$ cat config.mk
export PLATFORM = sky130hd
export DESIGN_NAME = data_space_access_unit
export DESIGN_NICKNAME = d
export VERILOG_FILES = /design/src/core/dsau_pkg.sv /design/src/core/cost_if.sv /design/src/core/window_cost.sv /design/src/core/data_space_access_unit.sv
export SDC_FILE = /design/constraint.sdc
export NUM_CORES = 1
export LEC_CHECK = 0
export BUFFER_PORTS_ARGS = -buffer_cell sky130_fd_sc_hd__buf_2
export CAP_MARGIN = 20
export CORE_ASPECT_RATIO = 0.7
export CORE_UTILIZATION = 49
export DETAILED_ROUTE_END_ITERATION = 10
export PLACE_DENSITY = 0.92
export SLEW_MARGIN = 20
export SYNTH_ARGS = -nofsm -noshare
export SYNTH_HDL_FRONTEND = slang
export SYNTH_HIERARCHICAL = 1
export SYNTH_SLANG_ARGS = --single-unit
$ cat constraint.sdc
create_clock -name i_mclk -period 3.1 [get_ports i_mclk]
set_input_delay 0.465 -clock i_mclk [delete_from_list [all_inputs] [get_ports i_mclk]]
set_output_delay 0.465 -clock i_mclk [all_outputs]
set_load 0.01 [all_outputs]
$ cat src/core/dsau_pkg.sv
// Constants and codes shared by the data-space access unit and its cost helper.
// Assumes one core clock, synchronous active-low reset, requests from the address generators.
package dsau_pkg;
	localparam int EA_W    = 16;
	localparam int DATA_W  = 16;
	localparam int PROG_W  = 24;
	localparam int PAGE_W  = 8;
	localparam int WOFS_W  = 15;
	localparam int WADDR_W = 15;

	// Fixed memory map, not reachable by software
	localparam logic [EA_W-1:0] Y_FIRST  = 16'h1800;
	localparam logic [EA_W-1:0] Y_LAST   = 16'h27FF;
	localparam logic [EA_W-1:0] RAM_LAST = 16'h27FF;

	// Address generator pointer codes
	localparam logic [2:0] PTR_OTHER = 3'h0;
	localparam logic [2:0] PTR_XA    = 3'h1;
	localparam logic [2:0] PTR_XB    = 3'h2;
	localparam logic [2:0] PTR_YA    = 3'h3;
	localparam logic [2:0] PTR_YB    = 3'h4;

	localparam logic [EA_W-1:0] STEP_BYTE = 16'h0001;
	localparam logic [EA_W-1:0] STEP_WORD = 16'h0002;

	// Extra instruction cycles for window accesses
	localparam logic [1:0] EXTRA_NONE = 2'h0;
	localparam logic [1:0] EXTRA_ONE  = 2'h1;
	localparam logic [1:0] EXTRA_TWO  = 2'h2;

	localparam logic [1:0] BE_LOW  = 2'h1;
	localparam logic [1:0] BE_HIGH = 2'h2;
	localparam logic [1:0] BE_WORD = 2'h3;
	localparam logic [DATA_W-1:0] ZERO_WORD = 16'h0000;
endpackage

$ cat src/core/cost_if.sv
// Carrier between the access unit and its window cost helper.
// Assumes both ends sit on the same core clock.
`timescale 1ns/1ps
interface cost_if;
	logic       redirected;
	logic       fast_kind;
	logic       in_repeat;
	logic       repeat_edge;
	logic [1:0] extra;

	modport calc (input redirected, input fast_kind, input in_repeat, input repeat_edge, output extra);
	modport user (output redirected, output fast_kind, output in_repeat, output repeat_edge, input extra);
endinterface

$ cat src/core/window_cost.sv
// Extra cycle count for a data access through the program window.
// Assumes the sequencer flags repeat edges: first, last, and around interrupts.
`timescale 1ns/1ps
module window_cost
	import dsau_pkg::*;
(
	cost_if.calc c
);
	// Repeat edges refill the two-fetch pipeline; middle iterations hide it
	always_comb
	begin
		if (!c.redirected)
			c.extra = EXTRA_NONE;
		else if (c.in_repeat)
			c.extra = c.repeat_edge ? EXTRA_TWO : EXTRA_NONE;
		else
			c.extra = c.fast_kind ? EXTRA_ONE : EXTRA_TWO;
	end
endmodule // window_cost

$ cat src/core/data_space_access_unit.sv
// Data-space access unit: window into program memory, X/Y routing, byte lanes, alignment traps.
// Assumes data RAM and program memory answer reads in the same cycle as the registered request.
`timescale 1ns/1ps
module data_space_access_unit
	import dsau_pkg::*;
(
	input  wire logic                          i_mclk,
	input  wire logic                          i_rst_n,
	input  wire logic                          i_window_enable,
	input  wire logic [dsau_pkg::PAGE_W-1:0]   i_window_page,
	input  wire logic                          i_table_busy,
	input  wire logic                          i_mac_class,
	input  wire logic                          i_fast_kind,
	input  wire logic                          i_in_repeat,
	input  wire logic                          i_repeat_edge,
	input  wire logic                          i_x_valid,
	input  wire logic                          i_x_write,
	input  wire logic                          i_x_byte,
	input  wire logic [dsau_pkg::EA_W-1:0]     i_x_ea,
	input  wire logic [2:0]                    i_x_ptr,
	input  wire logic                          i_x_bitrev,
	input  wire logic [dsau_pkg::DATA_W-1:0]   i_x_wdata,
	input  wire logic [dsau_pkg::DATA_W-1:0]   i_wreg_old,
	input  wire logic                          i_y_valid,
	input  wire logic [dsau_pkg::EA_W-1:0]     i_y_ea,
	input  wire logic [2:0]                    i_y_ptr,
	input  wire logic [dsau_pkg::DATA_W-1:0]   i_ram_rdata,
	input  wire logic [dsau_pkg::DATA_W-1:0]   i_y_rdata,
	input  wire logic [dsau_pkg::PROG_W-1:0]   i_prog_rdata,
	output logic [dsau_pkg::WADDR_W-1:0]       o_ram_addr,
	output logic                               o_ram_rd,
	output logic                               o_ram_wr,
	output logic [1:0]                         o_ram_be,
	output logic [dsau_pkg::DATA_W-1:0]        o_ram_wdata,
	output logic [dsau_pkg::WADDR_W-1:0]       o_y_addr,
	output logic                               o_y_rd,
	output logic [dsau_pkg::PROG_W-1:0]        o_prog_addr,
	output logic                               o_prog_rd,
	output logic [dsau_pkg::DATA_W-1:0]        o_x_rdata,
	output logic                               o_x_rvalid,
	output logic [dsau_pkg::DATA_W-1:0]        o_wreg_wdata,
	output logic [dsau_pkg::DATA_W-1:0]        o_y_rdata,
	output logic                               o_y_rvalid,
	output logic [dsau_pkg::EA_W-1:0]          o_ea_next,
	output logic                               o_addr_error,
	output logic                               o_mode_fault,
	output logic [1:0]                         o_extra_cycles,
	output logic                               o_stall
);
	import dsau_pkg::*;

	typedef struct packed {
		logic [WADDR_W-1:0] ram_addr;
		logic               ram_rd;
		logic               ram_wr;
		logic [1:0]         ram_be;
		logic [DATA_W-1:0]  ram_wdata;
		logic [WADDR_W-1:0] y_addr;
		logic               y_rd;
		logic [PROG_W-1:0]  prog_addr;
		logic               prog_rd;
		logic               x_pend;
		logic               x_zero;
		logic               x_prog;
		logic               x_byte;
		logic               x_hi;
		logic [7:0]         wreg_hi;
		logic               y_pend;
		logic               y_zero;
		logic [DATA_W-1:0]  x_rdata;
		logic               x_rvalid;
		logic [DATA_W-1:0]  wreg_wdata;
		logic [DATA_W-1:0]  y_rdata;
		logic               y_rvalid;
		logic [EA_W-1:0]    ea_next;
		logic               addr_err;
		logic               mode_fault;
		logic [1:0]         extra;
		logic [1:0]         stall_cnt;
		logic               stall;
	} state_t;

	state_t             st_ff;
	state_t             nxt_st;
	cost_if             cost ();

	logic               x_in_y;
	logic               x_in_ram;
	logic               win_hit;
	logic               x_ptr_ok;
	logic               x_rd;
	logic               x_redir;
	logic               x_rd_ok;
	logic               x_odd;
	logic               x_wr_ok;
	logic               y_in_y;
	logic               y_ptr_ok;
	logic               y_ok;
	logic [EA_W-1:0]    x_step;
	logic [DATA_W-1:0]  x_word;
	logic [7:0]         x_sel;

	// Address decode against the fixed X/Y boundary
	assign x_in_y   = (i_x_ea >= Y_FIRST) && (i_x_ea <= Y_LAST);
	assign x_in_ram = (i_x_ea <= RAM_LAST);
	assign win_hit  = i_x_ea[EA_W-1] & i_window_enable & ~i_table_busy;
	assign x_ptr_ok = (i_x_ptr == PTR_XA) || (i_x_ptr == PTR_XB);
	assign x_rd     = i_x_valid & ~i_x_write;
	assign x_redir  = x_rd & win_hit & (~i_mac_class | x_ptr_ok);
	// Multiply-accumulate X reads lose the Y block; others see it all
	assign x_rd_ok  = i_mac_class ? (x_ptr_ok & ~x_in_y & x_in_ram) : x_in_ram;
	assign x_odd    = ~i_x_byte & i_x_ea[0];
	// Writes reach any implemented address, Y block included
	assign x_wr_ok  = i_x_valid & i_x_write & x_in_ram & ~x_odd;
	assign y_in_y   = (i_y_ea >= Y_FIRST) && (i_y_ea <= Y_LAST);
	assign y_ptr_ok = (i_y_ptr == PTR_YA) || (i_y_ptr == PTR_YB);
	assign y_ok     = y_ptr_ok & y_in_y;
	// DSP word operations never take the byte step
	assign x_step   = (i_x_byte & ~i_mac_class) ? STEP_BYTE : STEP_WORD;

	// Returned word: program low half or RAM, zeroed on invalid access
	assign x_word = st_ff.x_zero ? ZERO_WORD : (st_ff.x_prog ? i_prog_rdata[DATA_W-1:0] : i_ram_rdata);
	assign x_sel  = st_ff.x_hi ? x_word[15:8] : x_word[7:0];

	// Cost helper sees this cycle's window hit
	assign cost.redirected  = x_redir;
	assign cost.fast_kind   = i_fast_kind;
	assign cost.in_repeat   = i_in_repeat;
	assign cost.repeat_edge = i_repeat_edge;

	window_cost u_cost (
		.c (cost.calc)
	);

	// Next state: request stage, then answer stage one edge later
	always_comb
	begin
		nxt_st = st_ff;
		nxt_st.ram_rd  = x_rd & ~x_redir & x_rd_ok;
		nxt_st.ram_wr  = x_wr_ok;
		nxt_st.prog_rd = x_redir;
		nxt_st.y_rd    = i_y_valid & y_ok;
		if (i_x_valid)
		begin
			nxt_st.ram_addr  = i_x_ea[EA_W-1:1];
			nxt_st.ram_be    = i_x_byte ? (i_x_ea[0] ? BE_HIGH : BE_LOW) : BE_WORD;
			nxt_st.ram_wdata = i_x_byte ? {i_x_wdata[7:0], i_x_wdata[7:0]} : i_x_wdata;
			nxt_st.ea_next   = i_x_ea + x_step;
		end
		if (x_redir)
			nxt_st.prog_addr = {1'b0, i_window_page, i_x_ea[WOFS_W-1:0]};
		if (i_y_valid)
			nxt_st.y_addr = i_y_ea[EA_W-1:1];
		// Tags follow the read to the answer stage
		nxt_st.x_pend  = x_rd;
		nxt_st.x_zero  = ~(x_redir | x_rd_ok);
		nxt_st.x_prog  = x_redir;
		nxt_st.x_byte  = i_x_byte;
		nxt_st.x_hi    = i_x_ea[0];
		nxt_st.wreg_hi = i_wreg_old[15:8];
		nxt_st.y_pend  = i_y_valid;
		nxt_st.y_zero  = ~y_ok;
		// Answer stage
		nxt_st.x_rvalid = st_ff.x_pend;
		if (st_ff.x_pend)
		begin
			nxt_st.x_rdata    = st_ff.x_byte ? {8'h00, x_sel} : x_word;
			nxt_st.wreg_wdata = st_ff.x_byte ? {st_ff.wreg_hi, x_sel} : x_word;
		end
		// Y answers whole words only
		nxt_st.y_rvalid = st_ff.y_pend;
		if (st_ff.y_pend)
			nxt_st.y_rdata = st_ff.y_zero ? ZERO_WORD : i_y_rdata;
		nxt_st.addr_err   = i_x_valid & x_odd;
		// Bit reversal is only legal on X writes; modulo is never refused
		nxt_st.mode_fault = i_x_valid & i_x_bitrev & ~i_x_write;
		// Stall counter carries the extra window cycles
		if (x_redir)
		begin
			nxt_st.extra     = cost.extra;
			nxt_st.stall_cnt = cost.extra;
		end
		else
		begin
			nxt_st.extra     = EXTRA_NONE;
			nxt_st.stall_cnt = (st_ff.stall_cnt != 2'h0) ? st_ff.stall_cnt - 2'h1 : 2'h0;
		end
		nxt_st.stall = (nxt_st.stall_cnt != 2'h0);
	end

	// State register, cleared by reset
	always_ff @(posedge i_mclk)
	begin
		if (!i_rst_n)
			st_ff <= '0;
		else
			st_ff <= nxt_st;
	end

	// Outputs straight from the state register
	assign o_ram_addr     = st_ff.ram_addr;
	assign o_ram_rd       = st_ff.ram_rd;
	assign o_ram_wr       = st_ff.ram_wr;
	assign o_ram_be       = st_ff.ram_be;
	assign o_ram_wdata    = st_ff.ram_wdata;
	assign o_y_addr       = st_ff.y_addr;
	assign o_y_rd         = st_ff.y_rd;
	assign o_prog_addr    = st_ff.prog_addr;
	assign o_prog_rd      = st_ff.prog_rd;
	assign o_x_rdata      = st_ff.x_rdata;
	assign o_x_rvalid     = st_ff.x_rvalid;
	assign o_wreg_wdata   = st_ff.wreg_wdata;
	assign o_y_rdata      = st_ff.y_rdata;
	assign o_y_rvalid     = st_ff.y_rvalid;
	assign o_ea_next      = st_ff.ea_next;
	assign o_addr_error   = st_ff.addr_err;
	assign o_mode_fault   = st_ff.mode_fault;
	assign o_extra_cycles = st_ff.extra;
	assign o_stall        = st_ff.stall;

	// Window address built from page and low offset, top bit clear
	chk_window_address: assert property (@(posedge i_mclk) disable iff (!i_rst_n)
		(i_x_valid && !i_x_write && i_x_ea[15] && i_window_enable && !i_table_busy && !i_mac_class)
		|=> (o_prog_rd && o_prog_addr == {1'b0, $past(i_window_page), $past(i_x_ea[14:0])}))
		else $error("window program address wrong");

	// Table operations hold the window shut
	chk_table_blocks: assert property (@(posedge i_mclk) disable iff (!i_rst_n)
		i_table_busy |=> !o_prog_rd)
		else $error("window used during table access");

	// Redirected word read returns the low program half
	chk_prog_low_word: assert property (@(posedge i_mclk) disable iff (!i_rst_n)
		(o_prog_rd && !st_ff.x_byte) |=> (o_x_rvalid && o_x_rdata == $past(i_prog_rdata[15:0])))
		else $error("window data not low program half");

	// Byte write strobes one lane
	chk_byte_strobe: assert property (@(posedge i_mclk) disable iff (!i_rst_n)
		(i_x_valid && i_x_write && i_x_byte && i_x_ea <= RAM_LAST)
		|=> (o_ram_wr && o_ram_be == ($past(i_x_ea[0]) ? BE_HIGH : BE_LOW)))
		else $error("byte write lane wrong");

	// Odd word write traps and never reaches memory
	chk_odd_write: assert property (@(posedge i_mclk) disable iff (!i_rst_n)
		(i_x_valid && i_x_write && !i_x_byte && i_x_ea[0]) |=> (o_addr_error && !o_ram_wr))
		else $error("misaligned write not trapped");

	// Y pointer outside Y block reads zero two cycles on
	chk_y_cross_zero: assert property (@(posedge i_mclk) disable iff (!i_rst_n)
		(i_y_valid && (i_y_ea < Y_FIRST || i_y_ea > Y_LAST)) |-> ##2 (o_y_rvalid && o_y_rdata == 16'h0000))
		else $error("cross-space Y read not zero");

	// Multiply-accumulate X read into Y block reads zero
	chk_mac_x_in_y: assert property (@(posedge i_mclk) disable iff (!i_rst_n)
		(i_x_valid && !i_x_write && i_mac_class && i_x_ea >= Y_FIRST && i_x_ea <= Y_LAST)
		|-> ##2 (o_x_rvalid && o_x_rdata == 16'h0000))
		else $error("X read into Y block not zero");

	// Post step of one for bytes outside the multiply-accumulate class, two otherwise
	chk_step_size: assert property (@(posedge i_mclk) disable iff (!i_rst_n)
		i_x_valid |=> (o_ea_next == $past(i_x_ea) + (($past(i_x_byte) && !$past(i_mac_class)) ? 16'h0001 : 16'h0002)))
		else $error("address step wrong");

	// Slow window access outside a repeat stalls exactly two cycles
	chk_stall_two: assert property (@(posedge i_mclk) disable iff (!i_rst_n)
		(x_redir && !i_fast_kind && !i_in_repeat) ##1 !x_redir[*2] |-> ($past(o_stall) && o_stall) ##1 !o_stall)
		else $error("two-cycle window stall wrong");

	// Fast window access outside a repeat stalls one cycle
	chk_stall_one: assert property (@(posedge i_mclk) disable iff (!i_rst_n)
		(x_redir && i_fast_kind && !i_in_repeat) ##1 !x_redir |-> (o_stall && o_extra_cycles == 2'h1) ##1 !o_stall)
		else $error("one-cycle window stall wrong");

	// Middle repeat iterations run without extra cycles
	chk_repeat_mid: assert property (@(posedge i_mclk) disable iff (!i_rst_n)
		(x_redir && i_in_repeat && !i_repeat_edge) |=> (!o_stall && o_extra_cycles == 2'h0))
		else $error("middle repeat iteration stalled");

	// Byte load keeps the register high byte
	chk_byte_merge: assert property (@(posedge i_mclk) disable iff (!i_rst_n)
		(x_rd && i_x_byte) |-> ##2 (o_wreg_wdata[15:8] == $past(i_wreg_old[15:8], 2)))
		else $error("byte load changed high byte");

	// Window stays shut unless top bit and enable are both present
	chk_window_gate: assert property (@(posedge i_mclk) disable iff (!i_rst_n)
		!(i_x_valid && i_x_ea[15] && i_window_enable) |=> !o_prog_rd)
		else $error("program fetch without window hit");

	// Disabled window: top-half read touches no memory and returns zero
	chk_window_off: assert property (@(posedge i_mclk) disable iff (!i_rst_n)
		(i_x_valid && !i_x_write && i_x_ea[15] && !i_window_enable)
		|-> ##1 (!o_prog_rd && !o_ram_rd) ##1 (o_x_rvalid && o_x_rdata == 16'h0000))
		else $error("disabled window read not zero");

	// Aligned word write strobes both lanes at the word address
	chk_word_strobe: assert property (@(posedge i_mclk) disable iff (!i_rst_n)
		(i_x_valid && i_x_write && !i_x_byte && !i_x_ea[0] && i_x_ea <= RAM_LAST)
		|=> (o_ram_wr && o_ram_be == BE_WORD && o_ram_addr == $past(i_x_ea[15:1])))
		else $error("word write strobe wrong");

	// Every memory write comes from an X write request
	chk_write_source: assert property (@(posedge i_mclk) disable iff (!i_rst_n)
		o_ram_wr |-> $past(i_x_valid && i_x_write))
		else $error("write without X write request");

	// Unimplemented address below the window reads zero
	chk_unimpl_zero: assert property (@(posedge i_mclk) disable iff (!i_rst_n)
		(i_x_valid && !i_x_write && !i_mac_class && i_x_ea > RAM_LAST && !i_x_ea[15])
		|-> ##2 (o_x_rvalid && o_x_rdata == 16'h0000))
		else $error("unimplemented read not zero");

	// Multiply-accumulate X read through a non-X pointer fetches nothing
	chk_mac_x_ptr: assert property (@(posedge i_mclk) disable iff (!i_rst_n)
		(i_x_valid && !i_x_write && i_mac_class && i_x_ptr != PTR_XA && i_x_ptr != PTR_XB)
		|=> (!o_ram_rd && !o_prog_rd))
		else $error("X pointer rule broken");

	// Y path hands the fetched word over whole
	chk_y_whole_word: assert property (@(posedge i_mclk) disable iff (!i_rst_n)
		o_y_rd |=> (o_y_rvalid && o_y_rdata == $past(i_y_rdata)))
		else $error("Y word not passed whole");

	// Byte read lands on the low byte with the high byte clear
	chk_byte_low_lane: assert property (@(posedge i_mclk) disable iff (!i_rst_n)
		(x_rd && i_x_byte) |-> ##2 (o_x_rvalid && o_x_rdata[15:8] == 8'h00))
		else $error("byte read not on low lane");

	// Odd word read traps but still completes
	chk_odd_read: assert property (@(posedge i_mclk) disable iff (!i_rst_n)
		(x_rd && !i_x_byte && i_x_ea[0]) |=> o_addr_error ##1 o_x_rvalid)
		else $error("misaligned read not trapped");

	// Bit reversal flagged on reads only
	chk_bitrev_flag: assert property (@(posedge i_mclk) disable iff (!i_rst_n)
		i_x_valid |=> (o_mode_fault == ($past(i_x_bitrev) && !$past(i_x_write))))
		else $error("bit reversal fault wrong");

	// Accesses outside the window add no cycles
	chk_extra_idle: assert property (@(posedge i_mclk) disable iff (!i_rst_n)
		!x_redir |=> (o_extra_cycles == 2'h0))
		else $error("extra cycles without window access");

	// Edge repeat iterations stall with two extra cycles
	chk_repeat_edge: assert property (@(posedge i_mclk) disable iff (!i_rst_n)
		(x_redir && i_in_repeat && i_repeat_edge) |=> (o_stall && o_extra_cycles == 2'h2))
		else $error("edge repeat iteration cost wrong");
endmodule // data_space_access_unit

## Word-level counts from Yosys, hierarchy flattened

Index checks and enable logic that the tools add are counted.

- Order comparisons: 4
- Reduce and logical (&&, ||, !) cells: 7
- Shift operators: 0
- Multipliers: 0
- Eq/ne operators: 4
- Add/subtract/negate cells: 2
- Bitwise gates (word level): 30
- Divide/modulo/power cells: 0
- Muxes and demuxes: 16

Operators by type and width:

| kind | count |
|---|---|
| 16-bit two-way mux | 6 |
| 16-bit by 13-bit greater-or-equal comparator with 1-bit output (second input constant) | 2 |
| 16-bit by 14-bit less-or-equal comparator with 1-bit output (second input constant) | 2 |
| 1-bit AND | 19 |
| 16-bit by 2-bit adder with 16-bit output | 1 |
| 2-bit two-way mux | 8 |
| 1-bit inverter | 9 |
| 8-bit two-way mux | 1 |
| 3-bit by 2-bit equality test with 1-bit output (second input constant) | 2 |
| 2-bit nonzero test | 2 |
| 3-bit by 1-bit equality test with 1-bit output (second input constant) | 1 |
| 3-bit equality test (second input constant) | 1 |
| 1-bit logical AND | 2 |
| 1-bit logical OR | 2 |
| 1-bit OR | 2 |
| 2-bit AND reduction | 1 |
| 2-bit by 1-bit subtractor with 2-bit output (second input constant) | 1 |
| 1-bit two-way mux | 1 |

- Logic and storage cells: 90
- Latch bits: 0
- RAM bits: 0
- Flip-flop bits (word level): 162
- Memory bits (read-only): 0
- Input port bits: 147
- Memories: 0
- Output and inout port bits: 147

## Logic depth before layout (Yosys ltp)

- Depth after elaboration: 8
- Depth in mapped cells: 10
- Gate-level depth less buffers: 8

## Cells and area by module

Netlist, hierarchy kept.

By module, submodules not included:

| module | area each (um^2) | times used | sequential area each (um^2) | cells an instance |
|---|---|---|---|---|
| data_space_access_unit | 7332.0 | 1 | 3083.0 | 795 |
| window_cost | 28.8 | 1 | 0.0 | 5 |

## Least setup slack after synthesis

Ideal clock, no wire load.

- Path kind: input-to-reg
- Start: input port i_x_byte
- End: register st_ff, in the netlist o_ea_next[15]
- Path buffers: 2
- Slack: 0.416 ns
- Library setup time: 0.074 ns
- Cell stages on the path: 8
- Arrival: 2.610 ns
- Data required time: 3.026 ns
- Path through: clkbuf_1 -> clkbuf_1 -> nand2b_1 -> ha_1 -> a21oi_1 -> or4_4 -> or3_1 -> a31oi_1

- Cells in the longest elaborated chain, start to end: 3

Ends and longest elaborated chain:

| what | line | text |
|---|---|---|
| from (decl) | data_space_access_unit.sv:18 | `input wire logic i_x_byte,` |
| 1-bit AND | data_space_access_unit.sv:119 | `assign x_step = (i_x_byte & ~i_mac_class) ? STEP_BYTE : STEP_WORD;` |
| 2-bit two-way mux | data_space_access_unit.sv:119 |  |
| 16-bit by 2-bit adder with 16-bit output | data_space_access_unit.sv:148 | `nxt_st.ea_next = i_x_ea + x_step;` |
| to (signal assigned) | data_space_access_unit.sv:197 | `st_ff <= nxt_st;` |
| to (decl) | data_space_access_unit.sv:83 | `state_t st_ff;` |

No other way between the ends.
A chain may end at the register's enable or synchronous reset.

==> impl_metrics.csv <==
group,metric,value,unit
run_status,outcome,"complete, no violations",
critical_path,critical_path_arrival,1.63,ns
global_route,grt_pass1_vias,5246,
floorplan,fp-row-count,37,
cts,post_cts_buffers,0,
drt,ant_nets,0,
sta,whs,0.251,ns
sta,setup_viol_count_final,0,
synth,synth_area_per_cell,9.20,um2
synth,netlist-cell-type-count,43,
critical_path,r2r_end,"o_wreg_wdata[11]",
drt,wl_per_cell,14.4,um
critical_path,cp_top_family,"flip-flops",
power,power_density,558,nW/um2
sta,finalMaxSlewViolations,0,
synth,yosysTopAreaCell,"dfxtp_1",
final_layout,final_net_count,1062,
synth,netlist_area,7360,um2
synth,synth_warnings,6,
run,maxCapViolCount,0,
cts,tritoncts,"yes",
place,dp.cells,1088,
final_layout,drive_above_1_share,0.355,
synth,synth_nets,950,
power,peakVddDrop,0.311,mV
place,dp_hpwl,12000,um
cts,clock_latency,0.41,ns
drt,vias_per_cell,4.96,
critical_path,endpoint,"o_prog_rd",
sta,timing.final.crit_share,0.675,
critical_path,crit_cells,1,
critical_path,end_kind,"output pin",
drt,firstDrtPassIters,4,
cts,cts_made_buffers,17,
floorplan,core_area,14700,um2
final_layout,ff_latch_area,3080,um2
place,gp_routability_congestion,0.829,
critical_path,reg2reg_from,"st_ff[85]",
drt,finalWirelength,16100,um
synth,syn_inst,800,
final_layout,multi_input_area,3010,um2
sta,hold_viol_final,0,
cts,postCtsHoldBufs,0,
global_route,grt_antenna_before_repair,0,
final_layout,finish.instance_area,8390,um2
place,numPortBuffers,275,
final_layout,final_util,0.571,
floorplan,ios,294,
place,dpl_cell_area,7810,um2
critical_path,cpPeakStageDelay,0.93,ns
synth,synth-seq-area-share,0.419,
critical_path,worst_path_max_delay_cell,"dfxtp_1",
cts,ctsRootBufferMaster,"clkbuf_16",
critical_path,worst-path-max-fanout,17,
final_layout,num_antenna_cells,0,
floorplan,die_w,148,um
floorplan,start_util,0.502,
sta,fin_crit,2.09,ns
critical_path,path_buf_inv,1,
global_route,grt_overflow_total,0,
sta,fin_tns_setup,0,ns
drt,vias,5556,
critical_path,path_class,"reg -> out",
final_layout,stdcell_count,1120,
final_layout,syn2layout_area_growth,13.9,%
critical_path,start_kind,"flop",
synth,ys_async_sr_fraction,0,
synth,dominantRegCellSynth,"dfxtp_1",
synth,synth.top_cell.area_share,0.419,
min_path,hold_class,"in -> reg",
cts,cts.path.max_buffers,2,
sta,clock_skew,0.00946,ns
global_route,grt_pass1_wl,25600,um
global_route,grt_max_degree,76,
critical_path,critPathRequiredTime,2.63,ns
synth,synth-edff-count,0,
global_route,grtUsageTotal,0.209,
min_path,worstHoldStart,"i_wreg_old[11]",
critical_path,crit_chain,"buf_2",
final_layout,nFillCells,1290,
floorplan,die-height,105,um
cts,cts_sinks,154,
cts,htree_num_levels,4,
critical_path,crit_start,"st_ff[85]",
sta,worst_pin_slew,1.03,ns
synth,synth_common_cells,"dfxtp_1 (154), buf_4 (139), mux2i_1 (96)",
synth,ys_ff_latch,154,
cts,cts_resized,0,
drt,drc,0,
sta,fmax,0.478,GHz
sta,relSlewSlack,0.313,
power,p_leak,4.00,nW
floorplan,die_area,15500,um2
drt,drtIter0Drc,224,
critical_path,reg2reg_setup_slack,1.17,ns
synth,ys_top_cells_by_area,"dfxtp_1 (42%), buf_4 (14%), mux2i_1 (13%)",
synth,yosysMostFrequentCell,"dfxtp_1",
cts,clk_pin_slew,0.07,ns
sta,rsz0062_at_grt,"false",
critical_path,rr_worst_depth,4,
==> through the flow <==
stage / total power, mW / setup WS, ns
after floorplan: 2.55 / 0.416
after global placement: 2.67 / 0.766
after detailed placement: 2.68 / 0.745
after CTS: 4.74 / 0.977
after global routing: 4.90 / 0.881
final: 4.68 / 1.01
==> area by class of cell <==
class,count,share of cell area
Sequential cell,154,0.368
Multi-Input combinational cell,448,0.359
Timing Repair Buffer,284,0.172
Clock buffer,18,0.0512
Tap cell,195,0.0291
Clock inverter,14,0.0179
Inverter,7,0.00313
==> cells by family (layout without fill, tap and decap cells) <==
group / count (synthesis) / count (layout) / synth area share
buf+inv: 198 / 323 / 0.173
xor+xnor: 13 / 13 / 0.0155
fa+ha+maj: 3 / 3 / 0.00612
compound gates: 108 / 108 / 0.0921
other cells: 1 / 1 / 0.000509
mux: 96 / 96 / 0.131
simple gates: 227 / 227 / 0.164
flops: 154 / 154 / 0.419
==> how the worst min path moves through the flow <==
stage | slack (ns) | cells past startpoint | endpoint
after floorplan | 0.44 | 2 | o_prog_addr[10]
after global placement | 0.44 | 2 | o_prog_addr[15]
after detailed placement | 0.45 | 2 | o_prog_addr[8]
after CTS | 0.23 | 2 | st_ff[78]
after global routing | 0.23 | 2 | st_ff[78]
final | 0.25 | 2 | st_ff[78]
==> where the power goes <==
group / internal (mW) / leakage [nW] / switching, mW
registers: 2.07 / 1.26 / 0.0513
clock network: 1.15 / 0.289 / 0.890
logic: 0.240 / 2.44 / 0.282
total: 3.45 / 4.00 / 1.22
==> per-layer routing <==
layer | share of wire | GRT usage
met3 | 0.091 | 0.0638
met1 | 0.43 | 0.256
met4 | 0.015 | 0.0766
met5 | 0 | 0
met2 | 0.46 | 0.342
==> layout by cell type, fill, tap and decap left out, types with 15 or more instances in the layout <==
| master | Yosys | layout |
|---|---|---|
| clkbuf_16 | 0 | 17 |
| dfxtp_1 | 154 | 154 |
| nor2b_1 | 79 | 79 |
| buf_2 | 4 | 274 |
| and2_1 | 15 | 15 |
| a21oi_1 | 43 | 43 |
| nand2_1 | 75 | 75 |
| nor3_1 | 19 | 19 |
| o21ai_0 | 32 | 32 |
| mux2i_1 | 96 | 96 |
==> sequential cells by signal, indices dropped and copies added (netlist names), 8 cells and up <==
| name | cells |
|---|---|
| o_ea_next | 16 |
| o_prog_addr | 23 |
| o_ram_addr | 15 |
| o_ram_wdata | 16 |
| o_wreg_wdata | 8 |
| o_x_rdata | 16 |
| o_y_addr | 15 |
| o_y_rdata | 16 |
| st_ff | 15 |
No activity file was read; power rests on OpenSTA's default activity.
